[config.mk]
export PLATFORM = sky130hd
export DESIGN_NAME = dfs_top
export DESIGN_NICKNAME = d
export VERILOG_FILES = /design/src/hdl/dfs_pkg.sv /design/src/hdl/dfs_top.sv
export SDC_FILE = /design/constraint.sdc
export NUM_CORES = 1
export LEC_CHECK = 0
export CELL_PAD_IN_SITES_DETAIL_PLACEMENT = 0
export CELL_PAD_IN_SITES_GLOBAL_PLACEMENT = 1
export CORE_MARGIN = 4
export CORE_UTILIZATION = 40
export CTS_CLUSTER_DIAMETER = 120
export DETAILED_ROUTE_END_ITERATION = 10
export DONT_BUFFER_PORTS = 1
export PLACE_DENSITY_LB_ADDON = 0.3
export RECOVER_POWER = 50
export SLEW_MARGIN = 25
export SYNTH_ARGS = -nofsm -noshare
export SYNTH_HDL_FRONTEND = slang
export SYNTH_SLANG_ARGS = --single-unit
export TNS_END_PERCENT = 100
[constraint.sdc]
create_clock -name clk_sys -period 6.3 [get_ports clk_sys]
set_input_delay 0.63 -clock clk_sys [delete_from_list [all_inputs] [get_ports clk_sys]]
set_output_delay 0.63 -clock clk_sys [all_outputs]
set_load 0.02 [all_outputs]
[src/hdl/dfs_pkg.sv]
// constants, register map and carrier types of the drive fault supervisor
package dfs_pkg;
   // ****************************************
   // register map, AXI4-Lite byte addresses
   // ****************************************
   localparam logic [3:0] OFS_CFG = 4'h0;
   localparam logic [3:0] OFS_DIN_SEL = 4'h4;
   localparam logic [3:0] OFS_CLEAR = 4'h8;
   localparam logic [3:0] OFS_STATUS = 4'hC;
   // cfg fields
   localparam int CFG_LIMIT_LSB = 0;
   localparam int CFG_DELAY_LSB = 8;
   localparam int CFG_STOPSEL_LSB = 24;
   localparam logic [31:0] CFG_RESET = 32'h0000_0000;
   localparam logic [15:0] DIN_SEL_RESET = 16'h0000;
   // status fields
   localparam int ST_CODE_LSB = 0;
   localparam int ST_FAULT_BIT = 8;
   localparam int ST_CLASS_BIT = 9;
   localparam int ST_ACK_BIT = 10;
   localparam int ST_RUN_BIT = 11;
   localparam int ST_TRIES_LSB = 12;
   // ****************************************
   // setting values
   // ****************************************
   localparam logic [3:0] STOPSEL_CLR_MAX = 4'h3;
   localparam logic [3:0] DIN_FN_CLEAR = 4'h7;
   localparam logic [7:0] CLR_REQ_A = 8'h01;
   localparam logic [7:0] CLR_REQ_B = 8'h02;
   // ****************************************
   // fault codes
   // ****************************************
   localparam logic [7:0] F_NONE = 8'h00;
   localparam logic [7:0] F_AUX = 8'h02;
   localparam logic [7:0] F_RIPPLE = 8'h03;
   localparam logic [7:0] F_UNDER_V = 8'h04;
   localparam logic [7:0] F_OVER_V = 8'h05;
   localparam logic [7:0] F_STALL = 8'h06;
   localparam logic [7:0] F_HS_HOT = 8'h08;
   localparam logic [7:0] F_TRIES = 8'h21;
   // ****************************************
   // timing
   // ****************************************
   localparam longint CLK_PERIOD_NS = 8;
   localparam longint DELAY_UNIT_NS = 100_000_000;
   localparam int DELAY_UNIT_CYC = int'(DELAY_UNIT_NS / CLK_PERIOD_NS);
   // ****************************************
   // types
   // ****************************************
   typedef struct packed {
      logic aux_open;   // interlock open
      logic ripple;     // excessive bus ripple
      logic under_v;    // bus below minimum
      logic over_v;     // bus above maximum
      logic stall;      // cannot accelerate
      logic hs_hot;     // heatsink_over_temperature
   } dfs_flt_t;
   typedef struct packed {
      logic [7:0] code;   // latest fault code
      logic flash_code;   // flash fault number
      logic flash_ind;    // flash fault indicator
      logic [1:0] state;  // 0 ready 1 run 2 fault
      logic changed;      // one-cycle state change pulse
   } dfs_kp_t;
   typedef enum logic [1:0] {KP_READY, KP_RUN, KP_FAULT} dfs_kpst_t;
endpackage : dfs_pkg

[src/hdl/dfs_top.sv]
// drive fault supervisor with AXI4-Lite register slave
`timescale 1ns/100ps
module dfs_top #(
   parameter int UNIT_CYC = dfs_pkg::DELAY_UNIT_CYC, // cycles per delay unit
   parameter int NDIN = 4                            // digital inputs
) (
   input wire logic clk_sys,                  // 125 MHz
   input wire logic arst_n,                   // async reset, active low
   input wire dfs_pkg::dfs_flt_t flt_pins,    // fault detector flags
   input wire logic esc_key,                  // escape key pin
   input wire logic stop_key,                 // stop key pin
   input wire logic start_key,                // start command pin
   input wire logic [NDIN-1:0] din,           // digital input pins
   output dfs_pkg::dfs_kp_t kp,               // keypad indication
   output logic drive_run,                    // drive output enable
   output logic fault_active,                 // faulted state
   input wire logic [3:0] s_axi_awaddr,       // write address
   input wire logic s_axi_awvalid,            // write address valid
   output logic s_axi_awready,                // write address ready
   input wire logic [31:0] s_axi_wdata,       // write data
   input wire logic [3:0] s_axi_wstrb,        // write strobes
   input wire logic s_axi_wvalid,             // write data valid
   output logic s_axi_wready,                 // write data ready
   output logic [1:0] s_axi_bresp,            // write response
   output logic s_axi_bvalid,                 // write response valid
   input wire logic s_axi_bready,             // write response ready
   input wire logic [3:0] s_axi_araddr,       // read address
   input wire logic s_axi_arvalid,            // read address valid
   output logic s_axi_arready,                // read address ready
   output logic [31:0] s_axi_rdata,           // read data
   output logic [1:0] s_axi_rresp,            // read response
   output logic s_axi_rvalid,                 // read data valid
   input wire logic s_axi_rready              // read data ready
);
   import dfs_pkg::*;
   typedef enum logic [1:0] {S_READY, S_RUN, S_FAULT} dfs_st_t;
   localparam int NPIN = 9 + NDIN;

   // ****************************************
   // reset release and pin synchronisers
   // ****************************************
   logic [1:0] rst_q;
   logic rst_n;
   always_ff @(posedge clk_sys or negedge arst_n) begin
      if (!arst_n) rst_q <= 2'b00;
      else rst_q <= {rst_q[0], 1'b1};
   end
   assign rst_n = rst_q[1];

   logic [NPIN-1:0] pin_meta_q, pin_q, pin_last_q;
   always_ff @(posedge clk_sys or negedge rst_n) begin
      if (!rst_n) begin
         pin_meta_q <= '0;
         pin_q <= '0;
         pin_last_q <= '0;
      end else begin
         pin_meta_q <= {din, start_key, stop_key, esc_key, flt_pins};
         pin_q <= pin_meta_q;
         pin_last_q <= pin_q;
      end
   end
   dfs_flt_t flt;
   logic esc_p, stop_p, start_p;
   logic [NDIN-1:0] din_tgl;
   assign flt = dfs_flt_t'(pin_q[5:0]);
   assign esc_p = pin_q[6] & ~pin_last_q[6];
   assign stop_p = pin_q[7] & ~pin_last_q[7];
   assign start_p = pin_q[8] & ~pin_last_q[8];
   assign din_tgl = pin_q[NPIN-1:9] ^ pin_last_q[NPIN-1:9];

   // ****************************************
   // register slave
   // ****************************************
   logic [31:0] cfg_q;
   logic [4*NDIN-1:0] dsel_q;
   logic clr_wr_q;
   logic wr_go, wr_cfg, wr_dsel, wr_clr, rd_go;
   logic [7:0] lim;
   logic [15:0] dly_set;
   logic [3:0] stop_sel;
   assign lim = cfg_q[CFG_LIMIT_LSB +: 8];
   assign dly_set = cfg_q[CFG_DELAY_LSB +: 16];
   assign stop_sel = cfg_q[CFG_STOPSEL_LSB +: 4];
   // both channels taken together, one write outstanding at most
   assign wr_go = s_axi_awvalid & s_axi_wvalid & ~s_axi_bvalid;
   assign s_axi_awready = wr_go;
   assign s_axi_wready = wr_go;
   assign s_axi_arready = ~s_axi_rvalid;
   assign rd_go = s_axi_arvalid & ~s_axi_rvalid;
   assign wr_cfg = wr_go & (s_axi_awaddr == OFS_CFG);
   assign wr_dsel = wr_go & (s_axi_awaddr == OFS_DIN_SEL);
   assign wr_clr = wr_go & (s_axi_awaddr == OFS_CLEAR) & s_axi_wstrb[0];

   always_ff @(posedge clk_sys or negedge rst_n) begin
      if (!rst_n) begin
         cfg_q <= CFG_RESET;
         dsel_q <= DIN_SEL_RESET[4*NDIN-1:0];
         clr_wr_q <= 1'b0;
      end else begin
         for (int b = 0; b < 4; b++)
            if (wr_cfg && s_axi_wstrb[b]) cfg_q[8*b +: 8] <= s_axi_wdata[8*b +: 8];
         for (int b = 0; b < NDIN / 2; b++)
            if (wr_dsel && s_axi_wstrb[b]) dsel_q[8*b +: 8] <= s_axi_wdata[8*b +: 8];
         // request acts once, reads back as zero
         clr_wr_q <= wr_clr & ((s_axi_wdata[7:0] == CLR_REQ_A) |
                               (s_axi_wdata[7:0] == CLR_REQ_B));
      end
   end

   always_ff @(posedge clk_sys or negedge rst_n) begin
      if (!rst_n) begin
         s_axi_bvalid <= 1'b0;
         s_axi_bresp <= 2'b00;
      end else if (wr_go) begin
         s_axi_bvalid <= 1'b1;
         s_axi_bresp <= (s_axi_awaddr[3:2] == OFS_STATUS[3:2]) ? 2'b10 : 2'b00;
      end else if (s_axi_bready) begin
         s_axi_bvalid <= 1'b0;
      end
   end

   logic [31:0] status;
   always_ff @(posedge clk_sys or negedge rst_n) begin
      if (!rst_n) begin
         s_axi_rvalid <= 1'b0;
         s_axi_rdata <= 32'h0000_0000;
         s_axi_rresp <= 2'b00;
      end else if (rd_go) begin
         s_axi_rvalid <= 1'b1;
         s_axi_rresp <= 2'b00;
         unique case (s_axi_araddr[3:2])
            OFS_CFG[3:2]: s_axi_rdata <= cfg_q;
            OFS_DIN_SEL[3:2]: s_axi_rdata <= 32'(dsel_q);
            OFS_CLEAR[3:2]: s_axi_rdata <= 32'h0000_0000;
            OFS_STATUS[3:2]: s_axi_rdata <= status;
         endcase
      end else if (s_axi_rready) begin
         s_axi_rvalid <= 1'b0;
      end
   end

   // ****************************************
   // fault detection and classification
   // ****************************************
   logic det;
   logic [7:0] det_code;
   logic det_cls2;
   always_comb begin
      det = 1'b1;
      det_cls2 = 1'b0;
      if (flt.aux_open) det_code = F_AUX;
      else if (flt.ripple) begin
         det_code = F_RIPPLE;
         det_cls2 = 1'b1;
      end
      else if (flt.under_v) det_code = F_UNDER_V;
      else if (flt.over_v) det_code = F_OVER_V;
      else if (flt.stall) det_code = F_STALL;
      else if (flt.hs_hot) det_code = F_HS_HOT;
      else begin
         det = 1'b0;
         det_code = F_NONE;
      end
   end

   dfs_st_t st_q;
   logic [7:0] code_q;
   logic cls2_q, ack_q;
   logic cause;
   // cause of the held fault still present; F33 has none of its own
   always_comb begin
      unique case (code_q)
         F_AUX: cause = flt.aux_open;
         F_RIPPLE: cause = flt.ripple;
         F_UNDER_V: cause = flt.under_v;
         F_OVER_V: cause = flt.over_v;
         F_STALL: cause = flt.stall;
         F_HS_HOT: cause = flt.hs_hot;
         default: cause = 1'b0;
      endcase
   end

   // ****************************************
   // clear paths and auto restart timing
   // ****************************************
   logic din_clr, req_clr, man_clr;
   always_comb begin
      din_clr = 1'b0;
      for (int i = 0; i < NDIN; i++)
         if (din_tgl[i] && dsel_q[4*i +: 4] == DIN_FN_CLEAR) din_clr = 1'b1;
   end
   assign req_clr = (stop_p & (stop_sel <= STOPSEL_CLR_MAX))
                    | clr_wr_q | din_clr;
   assign man_clr = st_q == S_FAULT & req_clr & ~cause;

   logic tmr_on_q;
   logic [15:0] dly_q;
   logic [31:0] pre_q;
   logic [7:0] tries_q;
   logic fire, quiet_clr;
   assign fire = st_q == S_FAULT & tmr_on_q & dly_q == 16'h0000;
   // zero delay gives a reset without a new start for supply/heat faults
   assign quiet_clr = dly_set == 16'h0000 &
      (code_q == F_UNDER_V | code_q == F_OVER_V | code_q == F_HS_HOT);

   always_ff @(posedge clk_sys or negedge rst_n) begin
      if (!rst_n) begin
         tmr_on_q <= 1'b0;
         dly_q <= 16'h0000;
         pre_q <= 32'h0000_0000;
      end else if (st_q != S_FAULT) begin
         tmr_on_q <= det & ~det_cls2 & (lim != 8'h00);
         dly_q <= dly_set;
         pre_q <= 32'(UNIT_CYC - 1);
      end else if (fire) begin
         // failed try with tries left rearms the timer
         tmr_on_q <= cause & (tries_q > 8'h01);
         dly_q <= dly_set;
         pre_q <= 32'(UNIT_CYC - 1);
      end else if (tmr_on_q) begin
         if (pre_q == 32'h0000_0000) begin
            pre_q <= 32'(UNIT_CYC - 1);
            dly_q <= dly_q - 16'h0001;
         end else begin
            pre_q <= pre_q - 32'h0000_0001;
         end
      end
   end

   always_ff @(posedge clk_sys or negedge rst_n) begin
      if (!rst_n) tries_q <= 8'h00;
      else if (st_q != S_FAULT) tries_q <= lim;
      else if (fire) tries_q <= tries_q - 8'h01;
   end

   // ****************************************
   // drive state
   // ****************************************
   always_ff @(posedge clk_sys or negedge rst_n) begin
      if (!rst_n) begin
         st_q <= S_READY;
         code_q <= F_NONE;
         cls2_q <= 1'b0;
      end else begin
         unique case (st_q)
            S_READY, S_RUN: begin
               if (det) begin
                  st_q <= S_FAULT;
                  code_q <= det_code;
                  cls2_q <= det_cls2;
               end else if (st_q == S_READY && start_p) st_q <= S_RUN;
               else if (st_q == S_RUN && stop_p) st_q <= S_READY;
            end
            S_FAULT: begin
               // start commands have no path out of here
               if (man_clr) st_q <= S_READY;
               else if (fire && !cls2_q) begin
                  if (!cause) st_q <= quiet_clr ? S_READY : S_RUN;
                  else if (tries_q <= 8'h01) begin
                     code_q <= F_TRIES;
                     cls2_q <= 1'b1;
                  end
               end
            end
         endcase
      end
   end

   always_ff @(posedge clk_sys or negedge rst_n) begin
      if (!rst_n) ack_q <= 1'b0;
      else if (st_q != S_FAULT || (fire && cause && tries_q <= 8'h01)) ack_q <= 1'b0;
      else if (esc_p) ack_q <= 1'b1;
   end

   // ****************************************
   // keypad and outputs
   // ****************************************
   logic [1:0] st_last_q;
   always_ff @(posedge clk_sys or negedge rst_n) begin
      if (!rst_n) st_last_q <= 2'(KP_READY);
      else st_last_q <= kp.state;
   end
   always_comb begin
      kp.code = code_q;
      kp.flash_code = st_q == S_FAULT & ~ack_q;
      kp.flash_ind = st_q == S_FAULT & ~ack_q;
      unique case (st_q)
         S_READY: kp.state = 2'(KP_READY);
         S_RUN: kp.state = 2'(KP_RUN);
         S_FAULT: kp.state = 2'(KP_FAULT);
      endcase
      kp.changed = kp.state != st_last_q;
   end
   assign drive_run = st_q == S_RUN;
   assign fault_active = st_q == S_FAULT;
   always_comb begin
      status = 32'h0000_0000;
      status[ST_CODE_LSB +: 8] = code_q;
      status[ST_FAULT_BIT] = fault_active;
      status[ST_CLASS_BIT] = cls2_q;
      status[ST_ACK_BIT] = ack_q;
      status[ST_RUN_BIT] = drive_run;
      status[ST_TRIES_LSB +: 8] = tries_q;
   end
endmodule : dfs_top

==> results by group, run 1 <==
Run status
  • Outcome: completed

STA
  • Max Fclk: 0.367 GHz
  • Final Slew Violations: 0
  • Final WS setup: 3.58 ns
  • RSZ-0062 raised after global routing: false
  • Final setup viols: 0
  • Tightest Pin Transition: 1.22 ns
  • Setup TNS: 0 ns
  • Slew margin rel.: 19.0%
  • Post-route minimum period: 2.72 ns
  • Hold WS: 0.222 ns
  • Hold Vio Cnt, Final: 0
  • Setup Skew: 0.00866 ns
  • Final cycle utilization of the critical path: 43.2%

Clocking
  • Htree depth: 4
  • Clk_lat worst skew: 0.43 ns
  • CTS tree: yes
  • Clk sink count: 187
  • Clock-pin slew on the worst setup and hold paths: 0.08 ns
  • Setup bufs post-CTS: 0
  • Max clock buf depth: 2
  • # resized after CTS: 0
  • Clock root buffer master: clkbuf_16
  • Clock buffer count from CTS: 17
  • Hold-fix buffers, CTS: 1

GRT
  • Largest net degree at the start of global routing: 81
  • First-pass GRT wire length: 33500 um
  • Vias in the first global route: 5961
  • Initial antenna violation count: 0
  • Grt ovf: 0
  • GRT Util Overall: 17.7%

Yosys
  • Most used DFF post-synth: dfrtp_1
  • Yosys warns: 0
  • Synth Area per Inst: 11.3 um^2
  • EDFF count, synth: 0
  • Seq/Total Area, Yosys: 54.8%
  • Gate Count Post-Synth: 759
  • Synth Register Bits: 187
  • Cell Area, Synth: 8540 um^2
  • Share of flip-flops with an asynchronous set or reset: 100%
  • Netlist cell types: 67

Route
  • DRT iter0 DRCs: 354
  • ANT nets after route: 0
  • WL final: 20500 um
  • DR WL/cell: 19.7 um
  • Vias: 5867
  • First-pass DRT Iterations: 5
  • Via density: 5.63
  • DRC viols: 0

Power
  • Combinational power share: 22.9%
  • Sw frac: 36.3%
  • Maximum VDD drop: 211 uV
  • Leak: 0.00391 uW
  • PD cells: 372 nW/um^2
  • Clk pwr share: 29.8%
  • NetSw: 1260 uW
  • Int Pwr: 2220 uW
  • Sequential cell fraction of total power: 47.4%

Worst hold path
  • Worst min-delay path category: in -> reg

Setup path
  • Worst path bufs/invs: 0
  • Worst setup SP type: flop
  • Worst-path fanout max: 16
  • Slowest CP cell: o31ai_4
  • WS Path Type: reg -> reg
  • CP required: 6.59 ns
  • Delay-heaviest family, CP: simple AND/OR/NAND/NOR gates
  • Worst path cell trace: or3b_1 -> nand3_2 -> or4_4 -> o31ai_4 -> nor2_1
  • Worst setup EP type: flop
  • CP arrival: 3.01 ns
  • CP peak stage delay: 0.62 ns

Floorplanning
  • Die height: 154 um
  • Starting Density: 40.6%
  • # IOs: 120
  • FP Rows: 53
  • Die area: 23800 um^2
  • Die W: 154 um
  • Core area: 21000 um^2

Cells and area
  • Register area: 4680 um^2
  • P&R area growth vs syn: 9.65%
  • Fill cell count: 1917
  • Antenna Cells: 0
  • Finished Cell Area: 9370 um^2
  • Fraction of layout cells with a size suffix above 1: 16.4%
  • Fin nets: 824
  • Area of the multi-input gates: 3640 um^2

Placement
  • Placed Area: 8780 um^2
  • Port buffer count: 0
  • DP Wirelength: 14700 um
  • Place WS: 3.23 ns
  • Final Wtd Congestion: 0.827

Flow run
  • Max Cap Viol: 0
==> sequential cells by signal, summed over array words and instances, names as in the netlist, 8 cells and up <==
| register | count |
|---|---|
| pin_q | 13 |
| dsel_q | 16 |
| cfg_q | 32 |
| pin_meta_q | 13 |
| pre_q | 32 |
| tries_q | 8 |
| dly_q | 16 |
| s_axi_rdata | 32 |
==> synthesized netlist by cell type (3+ instances only) <==
| library cell | number | area, um^2 |
|---|---|---|
| nand3b_1 | 3 | 22.5 |
| xor2_1 | 11 | 96.3 |
| mux2i_1 | 4 | 40.0 |
| o41ai_1 | 3 | 26.3 |
| nand3_1 | 16 | 80.1 |
| clkbuf_1 | 19 | 71.3 |
| nand2_1 | 65 | 244 |
| a22oi_1 | 18 | 135 |
| ha_1 | 5 | 62.6 |
| a31oi_1 | 11 | 68.8 |
| o31ai_1 | 9 | 67.6 |
| nand4_1 | 10 | 62.6 |
| dfrtp_1 | 187 | 4680 |
| nor4_1 | 26 | 163 |
| inv_1 | 18 | 67.6 |
| or2_2 | 4 | 25.0 |
| o21ai_0 | 36 | 180 |
| nor4_4 | 6 | 128 |
| nor2_1 | 61 | 229 |
| or3_1 | 14 | 87.6 |
| or4_1 | 12 | 90.1 |
| nor2b_1 | 5 | 31.3 |
| nor3_1 | 22 | 110 |
| buf_4 | 11 | 82.6 |
| nand4b_1 | 6 | 52.6 |
| mux2_2 | 64 | 721 |
| nor4b_1 | 3 | 26.3 |
| a21oi_1 | 16 | 80.1 |
| xnor2_1 | 28 | 245 |
| and3_1 | 4 | 25.0 |
| nand2b_1 | 3 | 18.8 |
| a22o_1 | 12 | 105 |
==> placed cells by master (no fill, tap or decap), drive strengths merged, types with 3 or more instances in the layout <==
cell / count
nand4: 11
o31ai: 10
mux2i: 4
or4: 14
nor2b: 5
ha: 5
clkinvlp: 3
xor2: 11
nor2: 61
o21ai: 36
nor4b: 3
nand2: 65
xnor2: 28
o41ai: 3
and3: 4
nand4b: 6
nor4: 33
or3: 14
a22o: 12
nor3: 24
or2: 4
dfrtp: 187
nand3: 18
a31oi: 11
a21oi: 16
clkbuf: 18
nand3b: 3
a22oi: 18
mux2: 64
conb: 7
buf: 6
nand2b: 3
inv: 27
clkinv: 3
==> cell families after synthesis <==
kind of cell	after synthesis	synth area share (%)
fa+ha+maj	5	0.732
mux	68	8.90
other cells	2	0.0879
flops	187	54.8
buf+inv	54	2.99
simple gates	278	18.4
xor+xnor	39	4.00
compound gates	126	10.1
==> metrics by stage <==
stage | std cells | utilization [%] | total power (uW)
4_1_cts | 1043 | 44.5 | 3520
3_3_place_gp | 1010 | 41.8 | 2440
3_5_place_dp | 1010 | 41.8 | 2470
5_1_grt | 1043 | 44.6 | 3700
2_1_floorplan | 764 | - | 2240
6_report | 1043 | 44.6 | 3480
==> path summary, 6_finish.rpt <==
path	slack, ns	endpoint	startpoint	depth (start not counted)
worst max-delay path	3.58	pre_q[29]	st_q[0]	5
worst min-delay path	0.22	pin_meta_q[10]	din[1]	0
worst max register to register	3.58	pre_q[29]	st_q[0]	5
worst min register to register	0.35	pin_q[7]	pin_meta_q[7]	0
max in group asynchronous	4.47	cfg_q[11]	rst_q[1]	1
min in group asynchronous	0.42	rst_q[0]	arst_n	1
==> final cells by class <==
class	instances	area share, %
Clock buffer	17	4.54
Timing Repair Buffer	8	0.708
Tap cell	275	3.67
Clock inverter	15	1.56
Multi-Input combinational cell	523	38.8
Sequential cell	187	50.0
Inverter	18	0.721
==> per-layer routing <==
layer	up-vias	wire, um	track usage [%]
met1	2965	9670	25.5
met2	133	9480	26.7
met3	16	1120	4.93
li1	2753	-	-
met5	-	0	0
met4	0	265	4.37
==> power by group through the flow <==
stage	clock network (uW)	logic [uW]	registers (uW)
2_1_floorplan	0	640	1600
3_3_place_gp	0	775	1660
6_report	1040	796	1650
4_1_cts	1060	802	1650
5_1_grt	1120	894	1680
3_5_place_dp	0	797	1670
(Power assumes the default switching activity.)
==> run 2, diff against run 1 <==
==> constraint.sdc (replaced) <==
create_clock -name clk_sys -period 2.7 [get_ports clk_sys]
set_input_delay 0.27 -clock clk_sys [delete_from_list [all_inputs] [get_ports clk_sys]]
set_output_delay 0.27 -clock clk_sys [all_outputs]
set_load 0.02 [all_outputs]
==> run 2 against run 1 <==
The flow now finishes with violations (capacitance limit, slew limit). Hold slack worse by 0.18 ns. Critical path type unchanged. Routed wire length rose by 2.8%. Utilization rose by 3.4 points. Via count up 6.2%. Register-to-register slack worse by 3.3 ns. Global-route usage increased by 0.56 points. Fmax grew 13%. First-iteration DRC count rose by 44%. Highest routed layer unchanged.
==> results by group, run 2 (synthesis results as in run 1) <==
Setup path
  • CP required: 3.05 ns (-3.54 ns)
  • WS Path Type: reg -> reg
  • Worst setup SP type: flop
  • Worst setup EP type: flop
  • CP arrival: 2.77 ns (-0.24 ns)
  • Worst-path fanout max: 12 (-4)

Cells and area
  • Fin nets: 898 (+9.0%)
  • Top Registers: cfg_q: 32 flops, pre_q: 32 flops, s_axi_rdata: 32 flops
  • Fraction of layout cells with a size suffix above 1: 17.5% (+1.1 points)
  • Most frequent cells in the layout: 187 x dfrtp_1, 65 x nand2_1, 64 x mux2_2, 61 x nor2_1, 52 x dlygate4sd3_1
  • Antenna Cells: 0 (unchanged)
  • P&R area growth vs syn: 17.9%
  • Most common cell after layout, fill and taps aside: dfrtp_1

Power
  • Total Power: 8320 uW (+140%)
  • Leak: 0.00426 uW (+9.0%)
  • NetSw: 2980 uW (+140%)
  • PD cells: 825 nW/um^2 (+120%)
  • Int Pwr: 5330 uW (+140%)
  • Sequential cell fraction of total power: 46.4% (-1.0 points)
  • Sw frac: 35.9% (-0.40 points)
  • Clk pwr share: 29.0% (-0.8 points)
  • Combinational power share: 24.6% (+1.7 points)
  • Maximum VDD drop: 557 uV (+160%)

Route
  • ANT nets after route: 0 (unchanged)
  • Via density: 5.58 (-0.88%)
  • Vias: 6228 (+6.2%)
  • First-pass DRT Iterations: 5 (unchanged)
  • WL final: 21100 um (+2.8%)
  • DRC viols: 0 (unchanged)
  • DRT iter0 DRCs: 509 (+44%)
  • DR WL/cell: 18.9 um (-4.0%)

Run status
  • Failing checks: capacitance limit, slew limit
  • Outcome: finished, violations left

Floorplanning
  • Die W: 154 um (unchanged)
  • Die area: 23800 um^2 (unchanged)
  • # IOs: 120 (unchanged)
  • Starting Density: 40.6% (unchanged)
  • FP Rows: 53 (unchanged)
  • Core area: 21000 um^2 (unchanged)
  • Die height: 154 um (unchanged)

GRT
  • Vias in the first global route: 6387 (+7.1%)
  • GRT Util Overall: 18.3% (+0.56 points)
  • Largest net degree at the start of global routing: 70 (-14%)
  • Grt ovf: 0 (unchanged)
  • Initial antenna violation count: 0 (unchanged)
  • First-pass GRT wire length: 34900 um (+3.9%)

STA
  • Max Fclk: 0.413 GHz (+13%)
  • Setup TNS: 0 ns (unchanged)
  • Slew margin rel.: -9.55% (-29 points)
  • Setup Skew: 0.0126 ns (+0.00399 ns)
  • Final Slew Violations: 37 (+37)
  • Post-route minimum period: 2.42 ns (-0.303 ns)
  • RSZ-0062 raised after global routing: false
  • Hold Vio Cnt, Final: 0 (unchanged)
  • Tightest Pin Transition: 1.64 ns (+0.428 ns)
  • Final setup viols: 0 (unchanged)
  • Final cycle utilization of the critical path: 89.7% (+46 points)

Clocking
  • CTS tree: yes
  • Htree depth: 4 (unchanged)
  • Clock buffer count from CTS: 17 (unchanged)
  • Max clock buf depth: 2 (unchanged)
  • Clock-pin slew on the worst setup and hold paths: 0.07 ns (about the same)
  • Clock root buffer master: clkbuf_16
  • Setup bufs post-CTS: 0 (unchanged)
  • Clk_lat worst skew: 0.43 ns (about the same)
  • Clk sink count: 187 (unchanged)

Flow run
  • Max Cap Viol: 1 (+1)

Placement
  • DP Wirelength: 15100 um (+2.7%)
  • Final Wtd Congestion: 0.840 (+1.7%)
  • Port buffer count: 0 (unchanged)

Worst hold path
  • Worst min-delay path category: in -> reg
-- run 2: power groups by stage --
stage | registers [uW] | logic (uW) | clock network, uW
after floorplan | 3740 | 1490 | 0
after global placement | 3880 | 1920 | 0
after detailed placement | 3900 | 1970 | 0
after CTS | 3850 | 2050 | 2480
after global routing | 3930 | 2300 | 2600
final | 3860 | 2040 | 2410
-- run 2: what timing repair did --
item	in CTS	in global routing
setup endpoints to repair	0	2
hold endpoints to repair	70	0
hold buffers	52	0
gates resized for setup	0	1
-- run 2: metal layers --
metal / GRT usage (%) / routed length, um
met1: 26.4 / 10000
met2: 28.0 / 9830
met3: 3.66 / 976
met4: 5.30 / 289
met5: 0 / 0
-- run 2: critical path, cell delays in order (launching register included) --
cell and delay [ns]:
dfrtp_1 0.40, inv_1 0.07, ha_1 0.15, nor2b_1 0.31
nand3_1 0.16, or3_1 0.51, buf_4 0.23, or3_1 0.34
a31oi_1 0.16
-- run 2: final timing paths --
| path | endpoint | depth (start not counted) | from | slack (ns) |
|---|---|---|---|---|
| worst max-delay path | dly_q[9] | 8 | pre_q[0] | 0.28 |
| worst min-delay path | clr_wr_q | 2 | s_axi_awaddr[2] | 0.05 |
| worst max register to register | dly_q[9] | 8 | pre_q[0] | 0.28 |
| worst min register to register | pin_q[5] | 0 | pin_meta_q[5] | 0.35 |
| max in group asynchronous | pin_last_q[6] | 1 | rst_q[1] | 0.72 |
| min in group asynchronous | rst_q[0] | 1 | arst_n | 0.06 |
-- run 2: metrics by stage --
stage	setup slack, ns	hold WS [ns]	utilization [%]	cell area (um^2)	cells
floorplan	0.540	-0.0256	-	8570	764
global placement	0.239	-0.0255	42.8	8990	1033
detailed placement	0.106	-0.0255	42.8	8990	1033
finish	0.279	0.0458	47.9	10100	1117
global route	0.113	0.0224	47.9	10100	1117
CTS	0.0929	0.0182	47.9	10100	1117
-- run 2: area by class of cell --
| class | instances | area (um^2) |
|---|---|---|
| repair buffers | 82 | 777 |
| flip-flops and latches | 187 | 4680 |
| multi-input cells | 523 | 3640 |
| clock buffers | 18 | 439 |
| inverters | 18 | 67.6 |
| well taps | 275 | 344 |
| clock inverters | 14 | 130 |
| fillers | 1905 | 10900 |
